==> config.mk <==
export PLATFORM = sky130hd
export DESIGN_NAME = txupc_top
export DESIGN_NICKNAME = d
export VERILOG_FILES = /design/src/rtl/txupc_top.v
export VERILOG_INCLUDE_DIRS = /design/src /design/src/include
export SDC_FILE = /design/constraint.sdc
export NUM_CORES = 1
export LEC_CHECK = 0
export BUFFER_PORTS_ARGS = -buffer_cell sky130_fd_sc_hd__buf_2
export CAP_MARGIN = 20
export CORE_MARGIN = 2
export CORE_UTILIZATION = 32
export CTS_CLUSTER_SIZE = 30
export DETAILED_ROUTE_END_ITERATION = 12
export HOLD_SLACK_MARGIN = 0.08
export PLACE_DENSITY = 0.55
export SYNTH_ARGS = -nofsm -noshare
export SYNTH_HDL_FRONTEND = slang
export SYNTH_SLANG_ARGS = --single-unit
==> constraint.sdc <==
create_clock -name pclk -period 3.2 [get_ports pclk]
set_clock_uncertainty 0.1 [all_clocks]
set_input_delay 0.48 -clock pclk [delete_from_list [all_inputs] [get_ports pclk]]
set_output_delay 0.48 -clock pclk [all_outputs]
set_load 0.03 [all_outputs]
==> src/include/txupc_regs.vh <==
// Register map, field positions, reset values and timing counts of the
// transmit control slice. Definitions only; included by the top module.
`ifndef TXUPC_REGS_VH
`define TXUPC_REGS_VH
`define TXUPC_ADDR_W 16
`define TXUPC_OFF_TRUNC_LO 16'h4300
`define TXUPC_OFF_TRUNC_HI 16'h4304
`define TXUPC_OFF_PRE_SEL 16'h4400
`define TXUPC_OFF_FLOW_REQ 16'h4500
`define TXUPC_OFF_STOP_VAL 16'h4504
`define TXUPC_OFF_FLOW_EN 16'h4508
`define TXUPC_RST_PRE_SEL 1'h0
`define TXUPC_RST_FLOW_REQ 2'h0
`define TXUPC_RST_STOP_VAL 16'h0000
`define TXUPC_RST_FLOW_EN 1'h1
`define TXUPC_BIT_PASSTHRU 0
`define TXUPC_BIT_XON 0
`define TXUPC_BIT_XOFF 1
`define TXUPC_BIT_FLOW_EN 0
`define TXUPC_CNT_W 36
`define TXUPC_HI_W 4
`define TXUPC_STOP_W 16
`define TXUPC_PRE_BYTE 8'h55
`define TXUPC_SFD_BYTE 8'hD5
`define TXUPC_PRE_LEN 6'h08
`define TXUPC_CTL_TYPE_HI 8'h88
`define TXUPC_CTL_TYPE_LO 8'h08
`define TXUPC_PAUSE_OP_LO 8'h01
`define TXUPC_PAUSE_LEN 6'h3C
`define TXUPC_UFL_LIMIT 3'h4
`define TXUPC_SRC_MAC 48'h020000000001
`endif

==> src/rtl/txupc_top.v <==
// Transmit control slice: underflow truncation counter, client preamble
// passthrough and XON/XOFF pause frame generator, APB register slave.
// Assumes client, PHY and APB all run on pclk; PHY takes a byte per cycle.
`timescale 1ns/1ns
`default_nettype none
`include "txupc_regs.vh"

module txupc_fifo #(
    parameter WIDTH = 9,
    parameter DEPTH = 32,
    parameter AW = 5
) (
    input wire pclk,
    input wire presetn,
    input wire ce,
    input wire in_valid,
    output wire in_ready,
    input wire [WIDTH-1:0] in_data,
    output wire out_valid,
    input wire out_ready,
    output wire [WIDTH-1:0] out_data
);
    reg [WIDTH-1:0] mem [0:DEPTH-1];
    reg [AW:0] wr_q;
    reg [AW:0] rd_q;
    wire full = (wr_q[AW] != rd_q[AW]) && (wr_q[AW-1:0] == rd_q[AW-1:0]);
    wire empty = (wr_q == rd_q);
    wire push = ce && in_valid && !full;
    wire pop = ce && out_ready && !empty;

    assign in_ready = !full;
    assign out_valid = !empty;
    assign out_data = mem[rd_q[AW-1:0]];

    always @(posedge pclk) begin
        if (push) begin
            mem[wr_q[AW-1:0]] <= in_data;
        end
    end

    always @(posedge pclk or negedge presetn) begin
        if (!presetn) begin
            wr_q <= {(AW+1){1'b0}};
            rd_q <= {(AW+1){1'b0}};
        end else begin
            if (push) begin
                wr_q <= wr_q + 1'b1;
            end
            if (pop) begin
                rd_q <= rd_q + 1'b1;
            end
        end
    end
endmodule

module txupc_top (
    input wire pclk,
    input wire presetn,
    input wire ce,
    input wire psel,
    input wire penable,
    input wire pwrite,
    input wire [15:0] paddr,
    input wire [31:0] pwdata,
    output reg [31:0] prdata,
    output reg pready,
    output reg pslverr,
    input wire cl_valid,
    output reg cl_ready,
    input wire [7:0] cl_data,
    input wire cl_last,
    output reg [7:0] phy_data,
    output reg phy_valid,
    output reg phy_sof,
    output reg phy_eof,
    output reg phy_err,
    output reg preamble_passthru
);
    localparam S_IDLE = 3'h0;
    localparam S_PRE = 3'h1;
    localparam S_DATA = 3'h2;
    localparam S_PAUSE = 3'h3;
    localparam S_DROP = 3'h4;

    reg [`TXUPC_CNT_W-1:0] trunc_q;
    reg pre_sel_q;
    reg [1:0] flow_req_q;
    reg [`TXUPC_STOP_W-1:0] stop_val_q;
    reg flow_en_q;
    reg pause_pend_q;
    reg [`TXUPC_STOP_W-1:0] pause_time_q;
    reg [2:0] state_q;
    // Seven bits: a pause frame runs to byte 67 including preamble
    reg [6:0] idx_q;
    reg [2:0] ufl_q;
    reg sof_pend_q;

    wire f_valid;
    wire f_ready;
    wire [8:0] f_data;
    wire f_in_ready;

    // Back-pressure reaches the client through the registered ready
    txupc_fifo #(.WIDTH(9), .DEPTH(32), .AW(5)) u_fifo (
        .pclk(pclk),
        .presetn(presetn),
        .ce(ce),
        .in_valid(cl_valid && cl_ready),
        .in_ready(f_in_ready),
        .in_data({cl_last, cl_data}),
        .out_valid(f_valid),
        .out_ready(f_ready),
        .out_data(f_data)
    );

    // APB: access phase takes two cycles, pready is a flop
    wire acc = psel && penable && pready;
    // First access-phase cycle; the answer is launched here
    wire acc_first = psel && penable && !pready;
    wire wr = acc && pwrite;
    wire rd = acc && !pwrite;
    wire hit = (paddr == `TXUPC_OFF_TRUNC_LO) ||
               (paddr == `TXUPC_OFF_TRUNC_HI) ||
               (paddr == `TXUPC_OFF_PRE_SEL) ||
               (paddr == `TXUPC_OFF_FLOW_REQ) ||
               (paddr == `TXUPC_OFF_STOP_VAL) ||
               (paddr == `TXUPC_OFF_FLOW_EN);
    wire rd_hi = rd && (paddr == `TXUPC_OFF_TRUNC_HI);

    reg [31:0] rdata_d;
    always @* begin
        case (paddr)
            `TXUPC_OFF_TRUNC_LO: rdata_d = trunc_q[31:0];
            `TXUPC_OFF_TRUNC_HI: rdata_d = {28'h0000000, trunc_q[35:32]};
            `TXUPC_OFF_PRE_SEL: rdata_d = {31'h00000000, pre_sel_q};
            `TXUPC_OFF_FLOW_REQ: rdata_d = {30'h00000000, flow_req_q};
            `TXUPC_OFF_STOP_VAL: rdata_d = {16'h0000, stop_val_q};
            `TXUPC_OFF_FLOW_EN: rdata_d = {31'h00000000, flow_en_q};
            default: rdata_d = 32'h00000000;
        endcase
    end

    // Frame truncated by persistent underflow
    wire ufl_trunc = (state_q == S_DATA) && !f_valid && (ufl_q == `TXUPC_UFL_LIMIT - 3'h1);

    // Pause request decode; both bits or neither sends nothing
    wire req_xon = wr && (paddr == `TXUPC_OFF_FLOW_REQ) &&
                   pwdata[`TXUPC_BIT_XON] && !pwdata[`TXUPC_BIT_XOFF];
    wire req_xoff = wr && (paddr == `TXUPC_OFF_FLOW_REQ) &&
                    pwdata[`TXUPC_BIT_XOFF] && !pwdata[`TXUPC_BIT_XON];

    always @(posedge pclk or negedge presetn) begin
        if (!presetn) begin
            pready <= 1'b0;
            pslverr <= 1'b0;
            prdata <= 32'h00000000;
            trunc_q <= 36'h000000000;
            pre_sel_q <= `TXUPC_RST_PRE_SEL;
            flow_req_q <= `TXUPC_RST_FLOW_REQ;
            stop_val_q <= `TXUPC_RST_STOP_VAL;
            flow_en_q <= `TXUPC_RST_FLOW_EN;
            preamble_passthru <= 1'b0;
        end else if (ce) begin
            pready <= acc_first;
            pslverr <= acc_first && !hit;
            prdata <= (acc_first && !pwrite) ? rdata_d : 32'h00000000;
            preamble_passthru <= pre_sel_q;
            // Increment beats the clear in the same cycle
            if (ufl_trunc) begin
                trunc_q <= rd_hi ? 36'h000000001 : trunc_q + 36'h000000001;
            end else if (rd_hi) begin
                trunc_q <= 36'h000000000;
            end
            if (wr) begin
                case (paddr)
                    `TXUPC_OFF_PRE_SEL: pre_sel_q <= pwdata[`TXUPC_BIT_PASSTHRU];
                    `TXUPC_OFF_FLOW_REQ: flow_req_q <= pwdata[1:0];
                    `TXUPC_OFF_STOP_VAL: stop_val_q <= pwdata[15:0];
                    `TXUPC_OFF_FLOW_EN: flow_en_q <= pwdata[`TXUPC_BIT_FLOW_EN];
                    default: flow_en_q <= flow_en_q;
                endcase
            end
        end
    end

    // Source address held at full width so each byte is a plain slice
    localparam [47:0] SRC_MAC = `TXUPC_SRC_MAC;

    // Pause frame byte at index n, preamble excluded
    function [7:0] pause_byte;
        input [5:0] n;
        input [15:0] t;
        begin
            case (n)
                6'h00: pause_byte = 8'h01;
                6'h01: pause_byte = 8'h80;
                6'h02: pause_byte = 8'hC2;
                6'h03: pause_byte = 8'h00;
                6'h04: pause_byte = 8'h00;
                6'h05: pause_byte = 8'h01;
                6'h06: pause_byte = SRC_MAC[47:40];
                6'h07: pause_byte = SRC_MAC[39:32];
                6'h08: pause_byte = SRC_MAC[31:24];
                6'h09: pause_byte = SRC_MAC[23:16];
                6'h0A: pause_byte = SRC_MAC[15:8];
                6'h0B: pause_byte = SRC_MAC[7:0];
                6'h0C: pause_byte = `TXUPC_CTL_TYPE_HI;
                6'h0D: pause_byte = `TXUPC_CTL_TYPE_LO;
                6'h0E: pause_byte = 8'h00;
                6'h0F: pause_byte = `TXUPC_PAUSE_OP_LO;
                6'h10: pause_byte = t[15:8];
                6'h11: pause_byte = t[7:0];
                default: pause_byte = 8'h00;
            endcase
        end
    endfunction

    wire last_pre = (idx_q == {1'b0, `TXUPC_PRE_LEN - 6'h01});
    // Pause preamble shares idx with payload, offset by eight
    wire [6:0] pidx = idx_q - {1'b0, `TXUPC_PRE_LEN};
    localparam [6:0] PAUSE_END = {1'b0, `TXUPC_PRE_LEN} + {1'b0, `TXUPC_PAUSE_LEN} - 7'h01;
    wire pause_last = (idx_q == PAUSE_END);
    assign f_ready = (state_q == S_DATA) || (state_q == S_DROP);

    always @(posedge pclk or negedge presetn) begin
        if (!presetn) begin
            state_q <= S_IDLE;
            idx_q <= 7'h00;
            ufl_q <= 3'h0;
            sof_pend_q <= 1'b0;
            pause_pend_q <= 1'b0;
            pause_time_q <= 16'h0000;
            cl_ready <= 1'b0;
            phy_data <= 8'h00;
            phy_valid <= 1'b0;
            phy_sof <= 1'b0;
            phy_eof <= 1'b0;
            phy_err <= 1'b0;
        end else if (ce) begin
            cl_ready <= f_in_ready && !(cl_valid && cl_ready);
            phy_valid <= 1'b0;
            phy_sof <= 1'b0;
            phy_eof <= 1'b0;
            phy_err <= 1'b0;
            // A new request while one waits replaces it
            if (flow_en_q && (req_xon || req_xoff)) begin
                pause_pend_q <= 1'b1;
                pause_time_q <= req_xoff ? stop_val_q : 16'h0000;
            end else if (!flow_en_q) begin
                pause_pend_q <= 1'b0;
            end
            case (state_q)
                S_IDLE: begin
                    idx_q <= 7'h00;
                    ufl_q <= 3'h0;
                    if (pause_pend_q && flow_en_q) begin
                        state_q <= S_PAUSE;
                        pause_pend_q <= 1'b0;
                    end else if (f_valid) begin
                        sof_pend_q <= pre_sel_q;
                        state_q <= pre_sel_q ? S_DATA : S_PRE;
                    end
                end
                S_PRE: begin
                    phy_valid <= 1'b1;
                    phy_sof <= (idx_q == 7'h00);
                    phy_data <= last_pre ? `TXUPC_SFD_BYTE : `TXUPC_PRE_BYTE;
                    idx_q <= idx_q + 7'h01;
                    if (last_pre) begin
                        state_q <= S_DATA;
                    end
                end
                S_DATA: begin
                    if (f_valid) begin
                        ufl_q <= 3'h0;
                        phy_valid <= 1'b1;
                        phy_sof <= sof_pend_q;
                        sof_pend_q <= 1'b0;
                        phy_data <= f_data[7:0];
                        phy_eof <= f_data[8];
                        if (f_data[8]) begin
                            state_q <= S_IDLE;
                        end
                    end else if (ufl_trunc) begin
                        // Cut the frame short and mark it bad
                        phy_valid <= 1'b1;
                        phy_data <= 8'h00;
                        phy_eof <= 1'b1;
                        phy_err <= 1'b1;
                        state_q <= S_DROP;
                    end else begin
                        ufl_q <= ufl_q + 3'h1;
                    end
                end
                S_DROP: begin
                    // Rest of the truncated frame is discarded
                    if (f_valid && f_data[8]) begin
                        state_q <= S_IDLE;
                    end
                end
                S_PAUSE: begin
                    phy_valid <= 1'b1;
                    phy_sof <= (idx_q == 7'h00);
                    idx_q <= idx_q + 7'h01;
                    if (idx_q < {1'b0, `TXUPC_PRE_LEN}) begin
                        phy_data <= last_pre ? `TXUPC_SFD_BYTE : `TXUPC_PRE_BYTE;
                    end else begin
                        phy_data <= pause_byte(pidx[5:0], pause_time_q);
                    end
                    if (pause_last) begin
                        phy_eof <= 1'b1;
                        state_q <= S_IDLE;
                    end
                end
                default: state_q <= S_IDLE;
            endcase
        end
    end
endmodule
`default_nettype wire

==> impl_metrics.json, run 1 <==
{
  "path_delay_family": "simple AND/OR/NAND/NOR gates",
  "postRouteAntennaNets": 0,
  "antenna_violations_before_repair": 1,
  "synth-seq-area-share": 0.662,
  "globalRouteOverflowTotal": 0,
  "use_met2": 0.246,
  "cap_violations": 0,
  "timing_max_transition_violations_final": 0,
  "cts_buffers": 47,
  "num-nets-final": 1500,
  "min_to": "stop_val_q[1]",
  "outcome": "finished, final reports clean",
  "reg2reg_setup_slack_ns": 0.43,
  "grt_use_met1": 0.215,
  "number_of_enable_type_register_cells_in_the_synthesized_netlist": 288,
  "first_iter_violations": 1002,
  "viasPerCell": 5.21,
  "worst_ep_required_time_ns": 3.59,
  "synth_top_cell_area_share": 0.465,
  "dp_hpwl_mm": 31.2,
  "hp-class": "in -> reg",
  "route.detailed.wl_per_inst_um": 21.0,
  "gp_congestion": 0.842,
  "initial_core_utilization": 0.323,
  "ys_top_cells_by_count": "sky130_fd_sc_hd__edfxtp_1 (288), sky130_fd_sc_hd__dfrtp_1 (146), sky130_fd_sc_hd__nand2_1 (89)",
  "min_period_ns": 2.77,
  "worst_path_max_delay_cell": "sky130_fd_sc_hd__dfrtp_4",
  "ctsRootBufferMaster": "sky130_fd_sc_hd__clkbuf_16",
  "critPathArrivalTime_ns": 3.16,
  "cts_num_sinks": 435,
  "power.leakage_nw": 8.18,
  "drive_gt1_frac": 0.249,
  "cts_tree": "built",
  "ir_drop_uv": 351,
  "clkLatencyLatePin_ns": 0.60,
  "achievable-frequency_mhz": 361,
  "remaining_drc_errors": 0,
  "finish.utilization": 0.383,
  "slew-limit-headroom": 0.440,
  "timing.final.crit_share": 0.866,
  "floorplan_core_area_um2": 57600,
  "area.growth.synth_to_final_pct": 18.5,
  "fin_ws_ns": 0.428,
  "ys.flop_type": "sky130_fd_sc_hd__edfxtp_1",
  "grt_first_pass_wirelength_mm": 71.2,
  "rr_worst_depth": 7,
  "cp-end-kind": "register",
  "clkSlewWorstSetupHoldPaths_ns": 0.06,
  "power_density_nw_per_um2": 705,
  "grt_setup_unrepaired": "no",
  "min-delay-start": "pwdata[1]",
  "crit_chain": "xor2_1 > nor3_2 > buf_4 > and4_1 > nor2_1 > or3_1 > a21oi_1",
  "yosys_warnings": 0,
  "clockBufferDepth": 3,
  "drtPass1Iterations": 5,
  "min_delay_path_depth": 2,
  "post-synth-top-count-cell": "sky130_fd_sc_hd__edfxtp_1",
  "worstMarginPinSlew_ns": 0.837,
  "power_mw": 15.6,
  "report.final.setup_viol": 0,
  "postCtsSetupRepairBufs": 0,
  "global_route.peak_usage_layer": "met2",
  "place_worst_setup_slack_ns": 0.297,
  "boundaryPins": 112,
  "timing.setup.tns_ns": 0,
  "worstPathBufferInverterCount": 1,
  "num_rows": 88,
  "postSynthRegisterBits": 435,
  "sort_of_element_at_the_start_of_the_critical_path": "register",
  "synth_largest_area_cell": "sky130_fd_sc_hd__edfxtp_1",
  "synth.top_cells.by_area": "sky130_fd_sc_hd__edfxtp_1 (46%), sky130_fd_sc_hd__dfrtp_1 (20%), sky130_fd_sc_hd__mux4_2 (8.5%)",
  "worstSetupPathType": "reg -> reg",
  "timing.critical_path.slowest_cell_delay_ns": 0.64,
  "die_height_um": 245,
  "route.final.wire_length_mm": 46.7,
  "detailroute.via_count": 11600,
  "synth.lib_cells_used.distinct": 75,
  "postSynthNetCount": 1321,
  "buffer_ports.inserted": 95,
  "grt_max_degree": 63,
  "post_syn_area_per_cell_um2": 15.0,
  "fin_worst_hold_slack_ns": 0.117,
  "first_global_vias": 11600,
  "synthCells": 1243,
  "floorplan.die_area_um2": 60100,
  "worst_r2r_startpoint": "u_fifo.rd_q[1]",
  "worstPathMaxFanout": 21,
  "cts_htree_levels": 2,
  "grt_use_total": 0.156,
  "antennaDiodeCount": 0,
  "final_hold_violation_count": 0,
  "grt_util_met3": 0.0339,
  "postSynth.asyncResetShare": 0.338,
  "die_x_um": 245,
  "netlist_area_um2": 18600,
  "worst_r2r_endpoint": "trunc_q[20]"
}
## cells by family after synthesis
| logic type | share of synthesized area |
|---|---|
| flip-flops | 0.662 |
| multiplexers | 0.112 |
| XOR/XNOR | 0.0212 |
| AO/OA/AOI/OAI | 0.0809 |
| buffers and inverters | 0.0214 |
| AND/OR/NAND/NOR | 0.0926 |
| adder cells (fa/ha/maj) | 0.00941 |
## where the power goes
group | internal [mW] | switching, mW
clock network | 2.98 | 2.21
registers | 6.24 | 0.323
logic | 1.64 | 2.18
total | 10.9 | 4.71
## worst reg2reg max path, stage by stage (launching register included)
cell and delay (ns):
sky130_fd_sc_hd__dfrtp_4 0.64, sky130_fd_sc_hd__xor2_1 0.21, sky130_fd_sc_hd__nor3_2 0.23, sky130_fd_sc_hd__buf_4 0.18, sky130_fd_sc_hd__and4_1 0.50, sky130_fd_sc_hd__nor2_1 0.27, sky130_fd_sc_hd__or3_1 0.39, sky130_fd_sc_hd__a21oi_1 0.14
## per-layer routing
metal | vias to the layer above | wire length, um | share of wire
met5 | - | 13 | 0.00028
met4 | 2 | 1090 | 0.023
met3 | 75 | 3180 | 0.068
met2 | 379 | 21700 | 0.47
met1 | 5899 | 20600 | 0.44
li1 | 5213 | - | -
## registers in the layout, indices dropped and copies added (netlist names), 2 cells and up
register	count
stop_val_q	16
ufl_q	3
idx_q	7
pause_time_q	16
u_fifo.rd_q	6
u_fifo.mem	288
trunc_q	36
prdata	32
phy_data	8
flow_req_q	2
state_q	3
u_fifo.wr_q	6
## repair_timing
action,in CTS,in global routing
hold buffers,14,0
resized for setup,0,0
hold endpoints to repair,45,0
endpoints found under the setup margin,0,0
## stage by stage
stage,cell area (um2),std cells
finish,22100,2221
detailed placement,20500,2124
global placement,20500,2124
global route,22100,2221
floorplan,18600,1243
CTS,22100,2221
## final cells by class
| cell class | instances | area (um2) |
|---|---|---|
| clock buffer | 61 | 1280 |
| fill | 5348 | 35500 |
| timing repair buffer | 194 | 1300 |
| clock inverter | 22 | 193 |
| inverter | 29 | 109 |
| multi-input combinational | 715 | 5900 |
| sequential | 435 | 12300 |
| tap | 765 | 957 |
## worst max-delay path by stage
stage | end | start | depth (start not counted) | slack [ns]
6_report | trunc_q[20] | u_fifo.rd_q[1] | 7 | 0.43
5_1_grt | trunc_q[20] | u_fifo.rd_q[1] | 7 | 0.25
4_1_cts | trunc_q[20] | u_fifo.rd_q[1] | 7 | 0.41
3_5_place_dp | prdata[10] | paddr[1] | 7 | 0.30
3_3_place_gp | prdata[10] | paddr[1] | 7 | 0.34
2_1_floorplan | pause_time_q[10] | paddr[1] | 7 | 0.68
## layout by cell type, fill, tap and decap left out, types with 9 or more instances in the layout
cell type / Yosys / final
sky130_fd_sc_hd__a21oi_1: 32 / 32
sky130_fd_sc_hd__a22o_1: 39 / 39
sky130_fd_sc_hd__a22oi_1: 23 / 23
sky130_fd_sc_hd__and2_1: 9 / 9
sky130_fd_sc_hd__and3_1: 12 / 12
sky130_fd_sc_hd__buf_2: 10 / 94
sky130_fd_sc_hd__buf_4: 4 / 82
sky130_fd_sc_hd__clkbuf_1: 40 / 10
sky130_fd_sc_hd__clkbuf_16: 0 / 48
sky130_fd_sc_hd__clkinv_1: 0 / 9
sky130_fd_sc_hd__dfrtp_1: 146 / 144
sky130_fd_sc_hd__dlygate4sd3_1: 0 / 14
sky130_fd_sc_hd__edfxtp_1: 288 / 288
sky130_fd_sc_hd__ha_1: 14 / 14
sky130_fd_sc_hd__inv_1: 29 / 29
sky130_fd_sc_hd__mux2_2: 27 / 27
sky130_fd_sc_hd__mux2i_1: 21 / 21
sky130_fd_sc_hd__mux4_2: 70 / 70
sky130_fd_sc_hd__nand2_1: 89 / 89
sky130_fd_sc_hd__nand3_1: 29 / 29
sky130_fd_sc_hd__nand4_1: 17 / 17
sky130_fd_sc_hd__nor2_1: 86 / 86
sky130_fd_sc_hd__nor3_1: 16 / 16
sky130_fd_sc_hd__nor4_1: 10 / 10
sky130_fd_sc_hd__o21ai_0: 28 / 28
sky130_fd_sc_hd__o2bb2ai_1: 17 / 17
sky130_fd_sc_hd__or3_1: 9 / 9
sky130_fd_sc_hd__xnor2_1: 24 / 24
sky130_fd_sc_hd__xor2_1: 21 / 21
(Power assumes the default switching activity.)
==> run 2, diff against run 1 <==
Settings changed: CORE_ASPECT_RATIO set to 1.2.
==> impl_metrics.json, run 2 (synthesis results as in run 1) <==
{
  "outcome": "finished, final reports clean",
  "power_density_nw_per_um2": 719,
  "ir_drop_uv": 422,
  "clkSlewWorstSetupHoldPaths_ns": 0.06,
  "num-nets-final": 1502,
  "cts_num_sinks": 435,
  "drive_gt1_frac": 0.254,
  "first_global_vias": 11700,
  "route.final.wire_length_mm": 47.8,
  "power_mw": 15.9,
  "clkLatencyLatePin_ns": 0.60,
  "gp_congestion": 0.852,
  "drtPass1Iterations": 7,
  "antenna_violations_before_repair": 1,
  "clockBufferDepth": 3,
  "worstMarginPinSlew_ns": 0.760,
  "dp_hpwl_mm": 32.3,
  "grt_use_total": 0.159,
  "ctsRootBufferMaster": "sky130_fd_sc_hd__clkbuf_16",
  "worstSetupPathType": "reg -> reg",
  "grt_max_degree": 66,
  "cts_tree": "built",
  "postCtsHoldBufs": 16,
  "sort_of_element_at_the_start_of_the_critical_path": "register",
  "hp-class": "in -> reg",
  "slew-limit-headroom": 0.490,
  "worstPathMaxFanout": 30,
  "grt_setup_unrepaired": "no",
  "min_period_ns": 2.83,
  "cp-end-kind": "register",
  "worst_ep_required_time_ns": 3.63,
  "achievable-frequency_mhz": 353,
  "num_rows": 96,
  "detailroute.via_count": 11600,
  "postCtsSetupRepairBufs": 0,
  "power.leakage_nw": 8.24,
  "floorplan.die_area_um2": 60100,
  "floorplan_core_area_um2": 57400,
  "buffer_ports.inserted": 95,
  "antennaDiodeCount": 0,
  "cap_violations": 0,
  "leading_cell_type_in_the_layout_fill_and_taps_excluded": "sky130_fd_sc_hd__edfxtp_1",
  "route.detailed.wl_per_inst_um": 21.8,
  "report.final.setup_viol": 0,
  "remaining_drc_errors": 0,
  "timing_max_transition_violations_final": 0,
  "place_worst_setup_slack_ns": 0.311,
  "cts_buffers": 46,
  "area.growth.synth_to_final_pct": 19.1,
  "ctsResizeCount": 0,
  "final_hold_violation_count": 0,
  "grt_first_pass_wirelength_mm": 72.8,
  "boundaryPins": 112,
  "postRouteAntennaNets": 0,
  "critPathArrivalTime_ns": 3.26,
  "viasPerCell": 5.27,
  "timing.final.crit_share": 0.885,
  "globalRouteOverflowTotal": 0,
  "layout.cells.most_common_list": "sky130_fd_sc_hd__edfxtp_1 (288), sky130_fd_sc_hd__dfrtp_1 (144), sky130_fd_sc_hd__buf_2 (94)",
  "timing.setup.tns_ns": 0,
  "cts_htree_levels": 2,
  "initial_core_utilization": 0.324,
  "die_height_um": 268,
  "die_x_um": 224,
  "largest_register_ff_count": 288,
  "first_iter_violations": 1006,
  "fin_ws_ns": 0.366
}
-- run 2: changes by cell type in the layout (fill, tap and decap cells not counted), moves of 2 or more --
cell / before / now
sky130_fd_sc_hd__clkbuf_1: 10 / 5
sky130_fd_sc_hd__bufinv_16: 2 / 6
sky130_fd_sc_hd__clkinv_2: 7 / 11
sky130_fd_sc_hd__clkinvlp_4: 0 / 3
sky130_fd_sc_hd__clkbuf_16: 48 / 46
sky130_fd_sc_hd__clkinv_4: 2 / 0
sky130_fd_sc_hd__dlygate4sd3_1: 14 / 16
sky130_fd_sc_hd__inv_16: 0 / 2
-- run 2: where the power goes --
| part | switching, mW | total [mW] | internal [mW] |
|---|---|---|---|
| logic | 2.20 | 3.84 | 1.63 |
| clock network | 2.31 | 5.54 | 3.23 |
| registers | 0.322 | 6.56 | 6.24 |
-- run 2: final cells by class --
| class | count | area (um2) |
|---|---|---|
| clock buffers | 54 | 1210 |
| clock inverters | 32 | 367 |
| fillers | 5373 | 35200 |
| inverters | 29 | 109 |
| multi-input cells | 715 | 5900 |
| flip-flops and latches | 435 | 12300 |
| well taps | 735 | 920 |
| repair buffers | 197 | 1330 |
-- run 2: final timing paths --
kind                           startpoint        endpoint  slack, ns  cells past startpoint
min                              cl_valid        cl_ready       0.13                      3
max in group asynchronous         presetn  stop_val_q[15]       1.74                      3
min reg2reg                     prdata[1]       prdata[1]       0.38                      1
min in group asynchronous         presetn      prdata[22]       0.36                      2
max                        u_fifo.rd_q[1]     phy_data[2]       0.37                      8
max reg2reg                u_fifo.rd_q[1]     phy_data[2]       0.37                      8
-- run 2: critical path, stage by stage, from the launching register on --
cell,delay [ns]
sky130_fd_sc_hd__dfrtp_4,0.55
sky130_fd_sc_hd__buf_4,0.46
sky130_fd_sc_hd__mux4_2,0.33
sky130_fd_sc_hd__nand2_1,0.06
sky130_fd_sc_hd__nand2_1,0.15
sky130_fd_sc_hd__o22ai_1,0.11
sky130_fd_sc_hd__a2111oi_0,0.66
sky130_fd_sc_hd__buf_4,0.23
sky130_fd_sc_hd__o22a_1,0.11
-- run 2: per-stage QoR --
step           hold slack [ns]  cells  area (um2)   util
2_1_floorplan           0.0844   1243       18600      -
3_3_place_gp             0.365   2095       20400  0.356
3_5_place_dp             0.369   2095       20400  0.356
4_1_cts                  0.106   2197       22200  0.386
5_1_grt                  0.145   2197       22200  0.386
6_report                 0.128   2197       22200  0.386
-- run 2: layer usage --
metal | wire length, um | up-vias | GRT usage
met3 | 2220 | 66 | 0.0230
li1 | - | 5212 | -
met2 | 23800 | 312 | 0.276
met5 | 0 | - | 0
met4 | 1060 | 0 | 0.0426
met1 | 20700 | 5995 | 0.210
==> run 3, diff against run 2 <==
Settings changed: REMOVE_ABC_BUFFERS set to 1.
==> impl_metrics.json, run 3 (synthesis results as in run 1) <==
{
  "number_of_standard_cells_in_the_layout_taps_in_and_fillers_out": 2202,
  "num-nets-final": 1508,
  "multi_input_area_um2": 5900,
  "ctsRootBufferMaster": "sky130_fd_sc_hd__clkbuf_16",
  "first_global_vias": 11900,
  "p_int_mw": 11.1,
  "viasPerCell": 5.24,
  "layout.cells.most_common_list": "sky130_fd_sc_hd__edfxtp_1 (288), sky130_fd_sc_hd__dfrtp_1 (144), sky130_fd_sc_hd__buf_2 (94)",
  "drtPass1Iterations": 5,
  "grt_use_total": 0.162,
  "slew-limit-headroom": 0.438,
  "boundaryPins": 112,
  "route.detailed.wl_per_inst_um": 21.9,
  "clkLatencyLatePin_ns": 0.63,
  "fin_worst_hold_slack_ns": 0.126,
  "die_height_um": 268,
  "power_density_nw_per_um2": 714,
  "first_iter_violations": 1000,
  "cp-end-kind": "register",
  "post-route-cell-area_um2": 22200,
  "seqCellArea_um2": 12300,
  "timing_max_transition_violations_final": 0,
  "postCtsSetupRepairBufs": 0,
  "largest_register_ff_count": 288,
  "cts_num_sinks": 435,
  "nFillCells": 5354,
  "comb_power_share": 0.240,
  "globalRouteOverflowTotal": 0,
  "worst_ep_required_time_ns": 3.62,
  "antenna_violations_before_repair": 1,
  "num_rows": 96,
  "clkSlewWorstSetupHoldPaths_ns": 0.06,
  "clkPwrFrac": 0.343,
  "postRouteAntennaNets": 0,
  "gp_congestion": 0.818,
  "power_mw": 15.8,
  "cts_tree": "built",
  "ir_drop_uv": 545,
  "detailroute.via_count": 11500,
  "floorplan_core_area_um2": 57400,
  "worstPathMaxFanout": 22,
  "net-switching-power_mw": 4.78,
  "buffer_ports.inserted": 95,
  "seq_power_share": 0.417,
  "report.final.setup_viol": 0,
  "critPathArrivalTime_ns": 3.37,
  "cts_buffers": 48,
  "achievable-frequency_mhz": 339,
  "grt_max_degree": 59,
  "route.final.wire_length_mm": 48.3,
  "grt_setup_unrepaired": "no",
  "worstMarginPinSlew_ns": 0.836,
  "clockBufferDepth": 3,
  "placed_cell_area_um2": 20500,
  "worstSetupPathType": "reg -> reg",
  "hp-class": "in -> reg",
  "timing.final.crit_share": 0.921,
  "remaining_drc_errors": 0,
  "cts_htree_levels": 2,
  "power.leakage_nw": 8.26,
  "total_placed_cells_including_tap_cells": 2097,
  "floorplan.die_area_um2": 60100,
  "outcome": "finished, final reports clean",
  "cap_violations": 0,
  "die_x_um": 224,
  "final_hold_violation_count": 0,
  "drive_gt1_frac": 0.252,
  "dp_hpwl_mm": 32.7,
  "leading_cell_type_in_the_layout_fill_and_taps_excluded": "sky130_fd_sc_hd__edfxtp_1",
  "initial_core_utilization": 0.324,
  "sort_of_element_at_the_start_of_the_critical_path": "register",
  "switching_share": 0.302,
  "grt_first_pass_wirelength_mm": 73.5,
  "area.growth.synth_to_final_pct": 19.2,
  "min_period_ns": 2.95
}
-- run 3: final cells by class --
| type | instances | share of cell area |
|---|---|---|
| Multi-Input combinational cell | 715 | 0.266 |
| Inverter | 29 | 0.00490 |
| Antenna cell | 1 | 0.000113 |
| Clock inverter | 24 | 0.0120 |
| Sequential cell | 435 | 0.556 |
| Timing Repair Buffer | 201 | 0.0624 |
| Tap cell | 735 | 0.0414 |
| Clock buffer | 62 | 0.0578 |
-- run 3: worst paths after layout --
path,slack (ns),startpoint,end,cells past startpoint
setup / recovery,0.25,u_fifo.rd_q[0],phy_eof,7
hold / removal,0.13,cl_valid,cl_ready,3
setup reg to reg,0.25,u_fifo.rd_q[0],phy_eof,7
hold reg to reg,0.37,phy_err,phy_err,1
max in group asynchronous,1.86,presetn,trunc_q[10],3
min in group asynchronous,0.31,presetn,prdata[29],2
-- run 3: routing by layer --
layer | routed length, um | GRT usage | vias up
li1 | - | - | 5222
met1 | 20100 | 0.199 | 5937
met2 | 24700 | 0.289 | 295
met3 | 2100 | 0.0292 | 77
met4 | 1310 | 0.0492 | 0
met5 | 0 | 0 | -
-- run 3: timing repair --
action,CTS,global route
gates resized for setup,0,0
hold endpoints to repair,71,0
hold buffers,18,0
-- run 3: stage by stage --
stage	utilization	worst slack, ns	TNS (ns)
floorplan	-	-1.76	-502.43
detailed placement	0.356	0.278	0
global route	0.387	0.120	0
global placement	0.356	0.274	0
finish	0.387	0.251	0
CTS	0.387	0.258	0
-- run 3: power groups by stage --
stage | registers (mW) | clock network, mW | logic (mW)
2_1_floorplan | 6.99 | 0 | 2.11
3_3_place_gp | 6.71 | 0 | 3.81
3_5_place_dp | 6.72 | 0 | 3.84
4_1_cts | 6.61 | 5.58 | 3.87
5_1_grt | 6.64 | 5.79 | 4.11
6_report | 6.60 | 5.43 | 3.81
-- run 3: worst max-delay path: stages, from the launching register on --
cell	delay, ns
sky130_fd_sc_hd__dfrtp_4	0.68
sky130_fd_sc_hd__buf_12	0.25
sky130_fd_sc_hd__or3b_2	0.50
sky130_fd_sc_hd__o221ai_1	0.27
sky130_fd_sc_hd__o22ai_1	0.10
sky130_fd_sc_hd__a221oi_1	0.56
sky130_fd_sc_hd__a21oi_1	0.21
sky130_fd_sc_hd__a21oi_1	0.17
